## src/accr_defines.svh

```systemverilog
// register offsets, field positions and reset values of the channel calibration bank
`ifndef ACCR_DEFINES_SVH
`define ACCR_DEFINES_SVH
`define ACCR_ADDR_W 6
`define ACCR_CH3_OFS_LOW 6'h1A
`define ACCR_CH3_GAIN_HIGH 6'h1B
`define ACCR_CH3_GAIN_LOW 6'h1C
`define ACCR_CH4_CHANNEL_CONFIG 6'h1D
`define ACCR_CH4_OFS_HIGH 6'h1E
`define ACCR_CH4_OFS_LOW 6'h1F
`define ACCR_CH4_GAIN_HIGH 6'h20
`define ACCR_CH4_GAIN_LOW 6'h21
`define ACCR_PHASE_MSB 15
`define ACCR_PHASE_LSB 6
`define ACCR_DCOFF_BIT 2
`define ACCR_MUX_MSB 1
`define ACCR_MUX_LSB 0
`define ACCR_GAIN_HIGH_RST 16'h8000
`define ACCR_GAIN_LOW_RST 8'h00
`define ACCR_OFS_RST 16'h0000
`define ACCR_CFG_RST 16'h0000
`endif

```

## src/accr_pkg.sv

```systemverilog
// types of the channel calibration bank
package accr_pkg;
  typedef enum logic [1:0] {
    ACCR_IN_PINS = 2'h0,
    ACCR_IN_SHORT = 2'h1,
    ACCR_IN_POS_TEST = 2'h2,
    ACCR_IN_NEG_TEST = 2'h3
  } accr_input_t;
  typedef struct packed {
    logic signed [9:0] phaseDelay;
    logic dcBlockOff;
    accr_input_t inputSelect;
  } accr_chan_cfg_t;
  typedef struct packed {
    logic signed [23:0] offsetWord;
    logic [23:0] gainWord;
  } accr_chan_cal_t;
endpackage

```

## src/accr_cal_regs.sv

```systemverilog
// register bank: channel 3 calibration tail and channel 4 configuration/calibration
//
// The address-and-strobe port was decided locally.
`timescale 1ns/1ns
`include "accr_defines.svh"
module accr_cal_regs
  import accr_pkg::*;
(
  // clock and reset
  input wire logic clock,
  input wire logic rst_n,
  // register port
  input wire logic [`ACCR_ADDR_W-1:0] regAddr,
  input wire logic [15:0] regWrData,
  input wire logic regWrStb,
  input wire logic regRdStb,
  output logic [15:0] regRdData,
  // global dc filter setting for channel 4's lane
  input wire logic globalDcFilterSetting,
  // values toward the filter path
  output logic [7:0] ch3OffsetLowByte,
  output logic [23:0] ch3GainWord,
  output accr_chan_cfg_t ch4Config,
  output accr_chan_cal_t ch4Cal,
  output logic ch4DcBlockActive
);
  logic [7:0] ch3OfsLow_q;
  logic [15:0] ch3GainHigh_q;
  logic [7:0] ch3GainLow_q;
  logic [9:0] ch4Phase_q;
  logic ch4DcOff_q;
  logic [1:0] ch4Mux_q;
  logic [15:0] ch4OfsHigh_q;
  logic [7:0] ch4OfsLow_q;
  logic [15:0] ch4GainHigh_q;
  logic [7:0] ch4GainLow_q;
  logic [15:0] rdData_d;
  logic [15:0] rdData_q;
  logic dcActive_q;

  // channel 3 registers
  always_ff @(posedge clock) begin
    if (!rst_n) begin
      ch3OfsLow_q <= 8'h00;
      ch3GainHigh_q <= `ACCR_GAIN_HIGH_RST;
      ch3GainLow_q <= `ACCR_GAIN_LOW_RST;
    end else if (regWrStb) begin
      if (regAddr == `ACCR_CH3_OFS_LOW) begin
        ch3OfsLow_q <= regWrData[15:8];
      end
      if (regAddr == `ACCR_CH3_GAIN_HIGH) begin
        ch3GainHigh_q <= regWrData;
      end
      if (regAddr == `ACCR_CH3_GAIN_LOW) begin
        ch3GainLow_q <= regWrData[15:8];
      end
    end
  end

  // channel 4 configuration
  always_ff @(posedge clock) begin
    if (!rst_n) begin
      ch4Phase_q <= 10'h000;
      ch4DcOff_q <= 1'b0;
      ch4Mux_q <= 2'h0;
    end else if (regWrStb && regAddr == `ACCR_CH4_CHANNEL_CONFIG) begin
      ch4Phase_q <= regWrData[`ACCR_PHASE_MSB:`ACCR_PHASE_LSB];
      ch4DcOff_q <= regWrData[`ACCR_DCOFF_BIT];
      ch4Mux_q <= regWrData[`ACCR_MUX_MSB:`ACCR_MUX_LSB];
    end
  end

  // channel 4 calibration
  always_ff @(posedge clock) begin
    if (!rst_n) begin
      ch4OfsHigh_q <= `ACCR_OFS_RST;
      ch4OfsLow_q <= 8'h00;
      ch4GainHigh_q <= `ACCR_GAIN_HIGH_RST;
      ch4GainLow_q <= `ACCR_GAIN_LOW_RST;
    end else if (regWrStb) begin
      if (regAddr == `ACCR_CH4_OFS_HIGH) begin
        ch4OfsHigh_q <= regWrData;
      end
      if (regAddr == `ACCR_CH4_OFS_LOW) begin
        ch4OfsLow_q <= regWrData[15:8];
      end
      if (regAddr == `ACCR_CH4_GAIN_HIGH) begin
        ch4GainHigh_q <= regWrData;
      end
      if (regAddr == `ACCR_CH4_GAIN_LOW) begin
        ch4GainLow_q <= regWrData[15:8];
      end
    end
  end

  // read mux; reserved low bytes and unmapped addresses return zero
  always_comb begin
    rdData_d = 16'h0000;
    unique case (regAddr)
      `ACCR_CH3_OFS_LOW: rdData_d = {ch3OfsLow_q, 8'h00};
      `ACCR_CH3_GAIN_HIGH: rdData_d = ch3GainHigh_q;
      `ACCR_CH3_GAIN_LOW: rdData_d = {ch3GainLow_q, 8'h00};
      `ACCR_CH4_CHANNEL_CONFIG: rdData_d = {ch4Phase_q, 3'h0, ch4DcOff_q, ch4Mux_q};
      `ACCR_CH4_OFS_HIGH: rdData_d = ch4OfsHigh_q;
      `ACCR_CH4_OFS_LOW: rdData_d = {ch4OfsLow_q, 8'h00};
      `ACCR_CH4_GAIN_HIGH: rdData_d = ch4GainHigh_q;
      `ACCR_CH4_GAIN_LOW: rdData_d = {ch4GainLow_q, 8'h00};
      default: rdData_d = 16'h0000;
    endcase
  end

  // data stands only in the cycle after the read strobe
  always_ff @(posedge clock) begin
    if (!rst_n) begin
      rdData_q <= 16'h0000;
    end else if (regRdStb) begin
      rdData_q <= rdData_d;
    end else begin
      rdData_q <= 16'h0000;
    end
  end

  // per-channel disable overrides the global setting, never enables on its own
  always_ff @(posedge clock) begin
    if (!rst_n) begin
      dcActive_q <= 1'b0;
    end else begin
      dcActive_q <= globalDcFilterSetting && !ch4DcOff_q;
    end
  end

  assign regRdData = rdData_q;
  assign ch3OffsetLowByte = ch3OfsLow_q;
  // unsigned fraction, 800000h is unity
  assign ch3GainWord = {ch3GainHigh_q, ch3GainLow_q};
  assign ch4Config = '{phaseDelay: ch4Phase_q, dcBlockOff: ch4DcOff_q,
                       inputSelect: accr_input_t'(ch4Mux_q)};
  assign ch4Cal = '{offsetWord: {ch4OfsHigh_q, ch4OfsLow_q},
                    gainWord: {ch4GainHigh_q, ch4GainLow_q}};
  assign ch4DcBlockActive = dcActive_q;
endmodule // accr_cal_regs

```

## config.mk

```make
export PLATFORM = sky130hd
export DESIGN_NAME = accr_cal_regs
export DESIGN_NICKNAME = d
export VERILOG_FILES = /design/src/accr_pkg.sv /design/src/accr_cal_regs.sv
export VERILOG_INCLUDE_DIRS = /design/src
export SDC_FILE = /design/constraint.sdc
export NUM_CORES = 1
export LEC_CHECK = 0
export CELL_PAD_IN_SITES_DETAIL_PLACEMENT = 0
export CELL_PAD_IN_SITES_GLOBAL_PLACEMENT = 2
export CORE_MARGIN = 8
export CORE_UTILIZATION = 30
export CTS_BUF_LIST = sky130_fd_sc_hd__clkbuf_2 sky130_fd_sc_hd__clkbuf_4 sky130_fd_sc_hd__clkbuf_8
export DETAILED_ROUTE_END_ITERATION = 7
export DONT_BUFFER_PORTS = 1
export HOLD_SLACK_MARGIN = 0.03
export PLACE_DENSITY_LB_ADDON = 0.2
export SYNTH_ARGS = -nofsm -noshare
export SYNTH_HDL_FRONTEND = slang
export SYNTH_SLANG_ARGS = --single-unit
```

## constraint.sdc

```tcl
create_clock -name clock -period 2 [get_ports clock]
set_clock_uncertainty 0.15 [all_clocks]
set_input_delay 0.4 -clock clock [delete_from_list [all_inputs] [get_ports clock]]
set_output_delay 0.4 -clock clock [all_outputs]
set_load 0.02 [all_outputs]
```

# Word level (Yosys, flattened, before mapping)

Index checks and enable logic that the tools add are counted.

Flip-flop bits (word level): 110
Output and inout bits: 110

Eq/ne operators: 8
Mux-type cells: 1
Reduce and logical (&&, ||, !) cells: 11

Operator list:

| operator                                                         | count |
|---|---|
| 16-bit one-hot mux with 8 select lines                           | 1 |
| 6-bit by 5-bit == test with 1-bit output (second input constant) | 6 |
| 2-bit AND reduction                                              | 8 |
| 6-bit == test (second input constant)                            | 2 |
| 1-bit logical AND                                                | 2 |
| 1-bit logical NOT                                                | 1 |

# Depth between registers and ports, before layout

Gate-level depths: netlist (run 1).

Depth after elaboration: 2
Depth in mapped cells: 6
Gate-level depth less buffers: 3

# Worst setup path before layout (run 1)

No wires, ideal clock.

Path type: input port to flip-flop
From: in regAddr[0]
To: reg ch3GainHigh_q[10]
Setup time: 72 ps
Arrival time: 1800 ps
Slack: -22 ps
Stages: 6
Path buffers: 3
Cells stage by stage: buf_2 > buf_2 > nand2_1 > nor3_2 > buf_4 > mux2i_1

Longest elaborated chain between the ends: 2

Ends and longest elaborated chain:

| element                                  | RTL line            | text |
|---|---|---|
| start, declared                          | accr_cal_regs.sv:13 | `` input wire logic [`ACCR_ADDR_W-1:0] regAddr, `` |
| 6-bit by 5-bit == test with 1-bit output | n/a                 |  |
| 2-bit AND reduction (no line)            | n/a                 |  |
| end signal, assigned                     | accr_cal_regs.sv:45 | `` ch3GainHigh_q <= `ACCR_GAIN_HIGH_RST; `` |
| end signal, assigned                     | accr_cal_regs.sv:52 | `ch3GainHigh_q <= regWrData;` |
| end, declared                            | accr_cal_regs.sv:28 | `logic [15:0] ch3GainHigh_q;` |

No other way between the ends.
A chain may end at the register's enable or synchronous reset.

# Worst setup path in the final report (run 1)

From: in regAddr[4]
To: reg rdData_q[14] (netlist: regRdData[14])

Longest elaborated chain between the ends: 2
Elaborated cells between the ends (all ways): 9
Classes of those cells: 8 x eq/ne; 1 x mux

Ends and longest elaborated chain:

| element                                                                   | RTL line             | text |
|---|---|---|
| 6-bit == test or 6-bit by 5-bit == test with 1-bit output (tied branches) | accr_cal_regs.sv:99  | `unique case (regAddr)` |
| 16-bit one-hot mux with 8 select lines *                                  | accr_cal_regs.sv:99  |  |
| end signal, assigned                                                      | accr_cal_regs.sv:117 | `rdData_q <= rdData_d;` |
| end, declared                                                             | accr_cal_regs.sv:38  | `logic [15:0] rdData_q;` |

Every way passes the cells marked *; elsewhere a longest branch is shown, timed or not.

==> out/metrics.yaml, run 1 <==
floorplan:
  io_pins: 137
  die_area_um2: 21070
  core_area_um2: 16470
  initial_core_util: 0.3039
  die_w_um: 145.1
  die_h_um: 145.1
  rows: 47
timing:
  fmax_ghz: 0.6032
  setup_tns_ps: 0
  worstMarginPinSlew_ps: 775.5
  setup_viol: 0
  finalMaxSlewViolations: 0
  grt_setup_unrepaired: "false"
  hold_violations: 0
  slew-limit-headroom: 0.4818
  fin_crit_ps: 1658
  setup_slack_ps: 342.1
  fin_crit_sh: 0.8290
synth:
  ys_warn_count: 0
  synth.net_count: 575
  ys_seq_area_frac: 0.4401
  syn_area_um2: 5004
  ys_types: 33
  syn_area_per_cell_um2: 9.131
  synth_seq_cells: 110
  yosysTopAreaCell: "dfxtp_1"
  synth_area_leaders: "dfxtp_1 44%, mux2i_1 11%, nand2_1 5.3%"
  synth_cells: 548
  synth_top_area_frac: 0.4401
grt:
  gr-total-overflow: 0
  grt_pass1_vias: 4299
  antenna_found_initial: 3
  grt_use_total: 0.1893
  grt_max_degree: 56
  grt_pass1_wl_um: 30220
setup_path:
  end_kind: "register"
  worstPathArrival_ps: 1800
  worst_ep_required_time_ps: 2140
  worst-setup-path-type: "in -> reg"
  critPathMaxStageDelay_ps: 570
  crit_chain: "or4b_1 > buf_4 > or3_1 > a311oi_1"
  cp_slowest_cell: "or4b_1"
  crit_fanout: 10
  worstSetupStartpointType: "input pin"
clock_tree:
  clkLatencyLatePin_ps: 400
  postCtsHoldBufs: 20
  clockBufferDepth: 2
  numCtsBuffers: 9
  postCtsSetupRepairBufs: 0
  root_buffer: "clkbuf_8"
  path_clk_slew_ps: 110
  cts_tree: "yes"
  cts-resized-gates: 0
  cts.htree.levels: 3
  clock_sinks: 110
routing:
  wire_per_inst_um: 26.81
  drc: 0
  drtIter0Drc: 240
  drt_pass1_iterations: 5
  drt_wl_total_um: 20640
  dr_total_vias: 4364
  viasPerCell: 5.668
  ant_nets: 0
placement:
  dp_cells: 733
  placed_area_um2: 5246
  dp_slack_ps: -68.04
  port_buffers: 0
  place_hpwl_um: 14070
  gp_congestion: 0.7566
finish:
  area_growth_pct: 14.13
  stdcell_count: 770
  drive_above_1_share: 0.1220
  nets: 571
  final_design_area_no_fill_um2: 5710
  final_util: 0.3468
pwr:
  power.share.clock: 0.398
  ir_drop_mv: 0.2714
  p_per_area_nw_per_um2: 731.4
  p_leak_uw: 0.002018
  swShare: 0.2501
  p_int_uw: 3132
  net-switching-power_uw: 1045
  p_comb_frac: 0.071
  p_seq_frac: 0.531
hold_path:
  hold_class: "in -> reg"
run:
  cap_violations: 0
status:
  status: "finished clean"
metrics by stage:
step | hold slack (ps) | total power [uW]
after floorplan | 272.1 | 2454
after global placement | 342.8 | 2472
after detailed placement | 349.8 | 2474
after CTS | 31.87 | 4222
after global routing | 31.37 | 4345
final | 62.65 | 4177
worst paths after layout:
check / startpoint / end / slack [ps] / cells after the start
max: regAddr[4] / regRdData[14] / 340 / 4
max reg2reg: ch4GainHigh_q[14] / regRdData[14] / 430 / 3
min: regAddr[0] / regRdData[3] / 60 / 2
min reg2reg: ch4DcOff_q / ch4DcBlockActive / 410 / 1
power by group through the flow:
stage	Clock (uW)	Sequential [uW]	Combinational, uW
finish	1660	2220	296
global route	1810	2220	313
CTS	1710	2220	294
detailed placement	0	2270	205
global placement	0	2270	204
floorplan	0	2260	190
synth_stat cells (all sizes together):
cell,number
and4b,1
o21ai,30
clkbuf,48
o22a,1
mux2,8
a31oi,1
inv,2
o31ai,23
buf,12
mux4,8
nor2b,3
nand4,32
dfxtp,110
nor3,1
nor4b,1
and3b,13
nand4b,2
nand3,44
nand2b,2
nor2,5
or4b,1
mux2i,53
or2,1
nand3b,3
a21oi,47
a311oi,16
nand2,71
or3,8
nor4,1
worst max-delay path, delay by kind of cell:
family / cells / cell delay (ps)
AOI/OAI and AO/OA: 1 / 270
buffers and inverters: 1 / 200
and+or+nand+nor: 2 / 920
cell usage in the layout, fill, tap and decap left out, types with 5 or more instances in the layout:
cell type / count
nand3_1: 44
nand2_1: 71
a311oi_2: 5
a311oi_1: 11
nand4_1: 32
mux2i_1: 53
dfxtp_1: 110
clkbuf_8: 9
a21oi_1: 47
mux2_2: 8
and3b_1: 13
o21ai_0: 30
nor2_1: 5
mux4_2: 8
or3_1: 8
buf_4: 24
o31ai_1: 23
dlygate4sd3_1: 19
routing by layer:
metal  track usage  wire length [um]
met3       0.06872              1981
met5             0                13
met4       0.06143               309
met2        0.2890              9347
met1        0.2431              8988
area by class of cell:
cell class                 count  area (um2)
sequential                   110        2202
fill                        1736       10760
inverter                       2       7.507
timing repair buffer          45       417.9
multi-input combinational    376        2561
clock buffer                   9       123.9
clock inverter                 7       120.1
tap                          220       275.3
antenna                        1       2.502
registers in the layout (all words and copies together), names as in the netlist, 8 cells and up:
register and cells:
ch4OfsLow_q 8, ch3OffsetLowByte 8, ch4OfsHigh_q 16, ch4GainLow_q 8, ch3GainHigh_q 16, ch4Phase_q 10
ch3GainLow_q 8, ch4GainHigh_q 16, regRdData 16
cells by family (layout without fill, tap and decap cells):
| kind of cell | after synthesis | count (layout) | share of synthesized area |
|---|---|---|---|
| AOI/OAI and AO/OA | 118 | 118 | 0.1488 |
| buffers and inverters | 62 | 63 | 0.05151 |
| DFF | 110 | 110 | 0.4401 |
| muxes | 69 | 69 | 0.1600 |
| other | 0 | 1 | 0 |
| and+or+nand+nor | 189 | 189 | 0.1996 |
No activity file was read; power rests on OpenSTA's default activity.
==> run 2, diff against run 1 <==
Clock period 2 ns to 1.5 ns, I/O delays scaled along.
==> run 2 against run 1 <==
Effect of this change: setup slack lost 300 ps; sequential share of layout area shrank 5.0 points; via count grew 5.1%; combinational power grew 55%; critical path depth shrank 1; critical path type is now reg -> reg; largest cell class unchanged; largest power group unchanged.
==> out/metrics.yaml, run 2 (same netlist as run 1, synthesis figures left out) <==
timing:
  slew-limit-headroom: 0.5104  # +0.02863
  setup_slack_ps: 44.55  # -297.5 ps
  finalMaxSlewViolations: 0  # unchanged
  hold_violations: 0  # unchanged
  grt_setup_unrepaired: "false"
  fmax_ghz: 0.6871
  setup_viol: 0  # unchanged
  fin_crit_sh: 0.9703
  timing.hold.ws_ps: 63.44  # +0.7891 ps
  worstMarginPinSlew_ps: 734.4  # -41.06 ps
  fin_crit_ps: 1455
floorplan:
  die_area_um2: 21070  # unchanged
  io_pins: 137  # unchanged
  rows: 47  # unchanged
  core_area_um2: 16470  # unchanged
  initial_core_util: 0.3039  # unchanged
  die_w_um: 145.1  # unchanged
  die_h_um: 145.1  # unchanged
finish:
  layout_common_cells: "105 x dfxtp_1, 98 x buf_4, 71 x nand2_1"
  area_growth_pct: 31.61
  layout_commonest_cell: "dfxtp_1"
  final_design_area_no_fill_um2: 6585  # +15%
  nets: 671  # +18%
  stdcell_count: 869  # +13%
  insertedDiodeCount: 0  # -1
  drive_above_1_share: 0.2465  # +0.1245
grt:
  grt_pass1_wl_um: 30520  # +0.98%
  gr-total-overflow: 0  # unchanged
  antenna_found_initial: 0  # -3
  grt_use_total: 0.1886  # -0.0007329
  grt_max_degree: 47  # -16%
  grt_pass1_vias: 4846  # +13%
pwr:
  p_leak_uw: 0.002541  # +26%
  p_per_area_nw_per_um2: 814.5  # +11%
  ir_drop_mv: 0.4029  # +48%
  p_total_uw: 5364  # +28%
routing:
  drtIter0Drc: 249  # +3.8%
  dr_total_vias: 4586  # +5.1%
  drt_pass1_iterations: 4  # -1
  viasPerCell: 5.277  # -6.9%
  drt_wl_total_um: 20030  # -3.0%
  drc: 0  # unchanged
  ant_nets: 0  # unchanged
  wire_per_inst_um: 23.05  # -14%
setup_path:
  crit_chain: "nand2_1 > dlygate4sd3_1 > mux2i_1"
  end_kind: "register"
  worstSetupStartpointType: "register"
  cp_slowest_cell: "dlygate4sd3_1"
  worstPathArrival_ps: 1630  # -170 ps
  crit_fanout: 3  # -7
  critPathMaxStageDelay_ps: 560  # about the same
  worst_ep_required_time_ps: 1670  # -470 ps
  worst-setup-path-type: "reg -> reg"
status:
  status: "finished clean"
clock_tree:
  clock_sinks: 110  # unchanged
  clkLatencyLatePin_ps: 390  # about the same
  cts_tree: "yes"
  cts.htree.levels: 3  # unchanged
  path_clk_slew_ps: 110  # about the same
  root_buffer: "clkbuf_8"
  numCtsBuffers: 9  # unchanged
  clockBufferDepth: 2  # unchanged
  postCtsSetupRepairBufs: 0  # unchanged
placement:
  port_buffers: 0  # unchanged
  placed_area_um2: 5971  # +14%
  dp_cells: 817  # +11%
  gp_congestion: 0.8132  # +7.5%
  dp_slack_ps: -439.0  # -371.0 ps
  place_hpwl_um: 13830  # -1.7%
run:
  cap_violations: 0  # unchanged
hold_path:
  hold_class: "in -> reg"
## run 2: cell count changes in the layout (fill, tap and decap cells not counted), moves of 5 or more
cell,change
buf_4,+74
dfxtp_1,-5
dfxtp_2,+5
dlygate4sd3_1,+13
buf_12,+8
## run 2: final cells by class
cell class              instances  area, um2
fillers                      1685       9881
multi-input cells             376       2574
flip-flops and latches        110       2208
repair buffers                145       1308
well taps                     220      275.3
clock buffers                  12      158.9
clock inverters                 4      53.80
inverters                       2      7.507
## run 2: critical path, delay by kind of cell, from the launching register on
kind / cells / cell delay [ps]
and+or+nand+nor: 1 / 70
buffers and inverters: 1 / 560
DFF: 1 / 490
muxes: 1 / 120
## run 2: timing repair
action	CTS	global route
hold buffers	36	0
hold endpoints to repair	110	0
cloned	0	0
endpoints found under the setup margin	4	20
gates resized for setup	1	12
## run 2: worst paths after layout
kind	from	to	slack, ps	depth (start not counted)
setup / recovery	ch3GainHigh_q[0]	ch3GainHigh_q[0]	40	3
hold / removal	rst_n	ch4GainHigh_q[15]	60	2
setup reg to reg	ch3GainHigh_q[0]	ch3GainHigh_q[0]	40	3
hold reg to reg	ch4GainHigh_q[4]	ch4GainHigh_q[4]	350	2
## run 2: power breakdown
part	switching [uW]	total [uW]	internal [uW]	leakage [uW]
combinational	289	459	170	0.00155
clock	1070	1960	890	0.000103
sequential	10.8	2940	2930	0.000889
total	1370	5360	3990	0.00254
## run 2: metrics by stage
step,utilization,setup TNS (ps)
after floorplan,-,-10540
after global placement,0.3626,-13650
after detailed placement,0.3626,-14060
after CTS,0.3983,0
after global routing,0.3999,0
final,0.3999,0
## run 2: metal layers
layer  part of all wire  vias to the layer above  wire [um]  GRT usage
met1               0.38                     2212       7691     0.2052
met4              0.020                        0        403    0.06507
met2               0.51                      137      10140     0.3315
li1                   -                     2211          -          -
met5                  0                        -          0          0
met3              0.089                       26       1790    0.06934
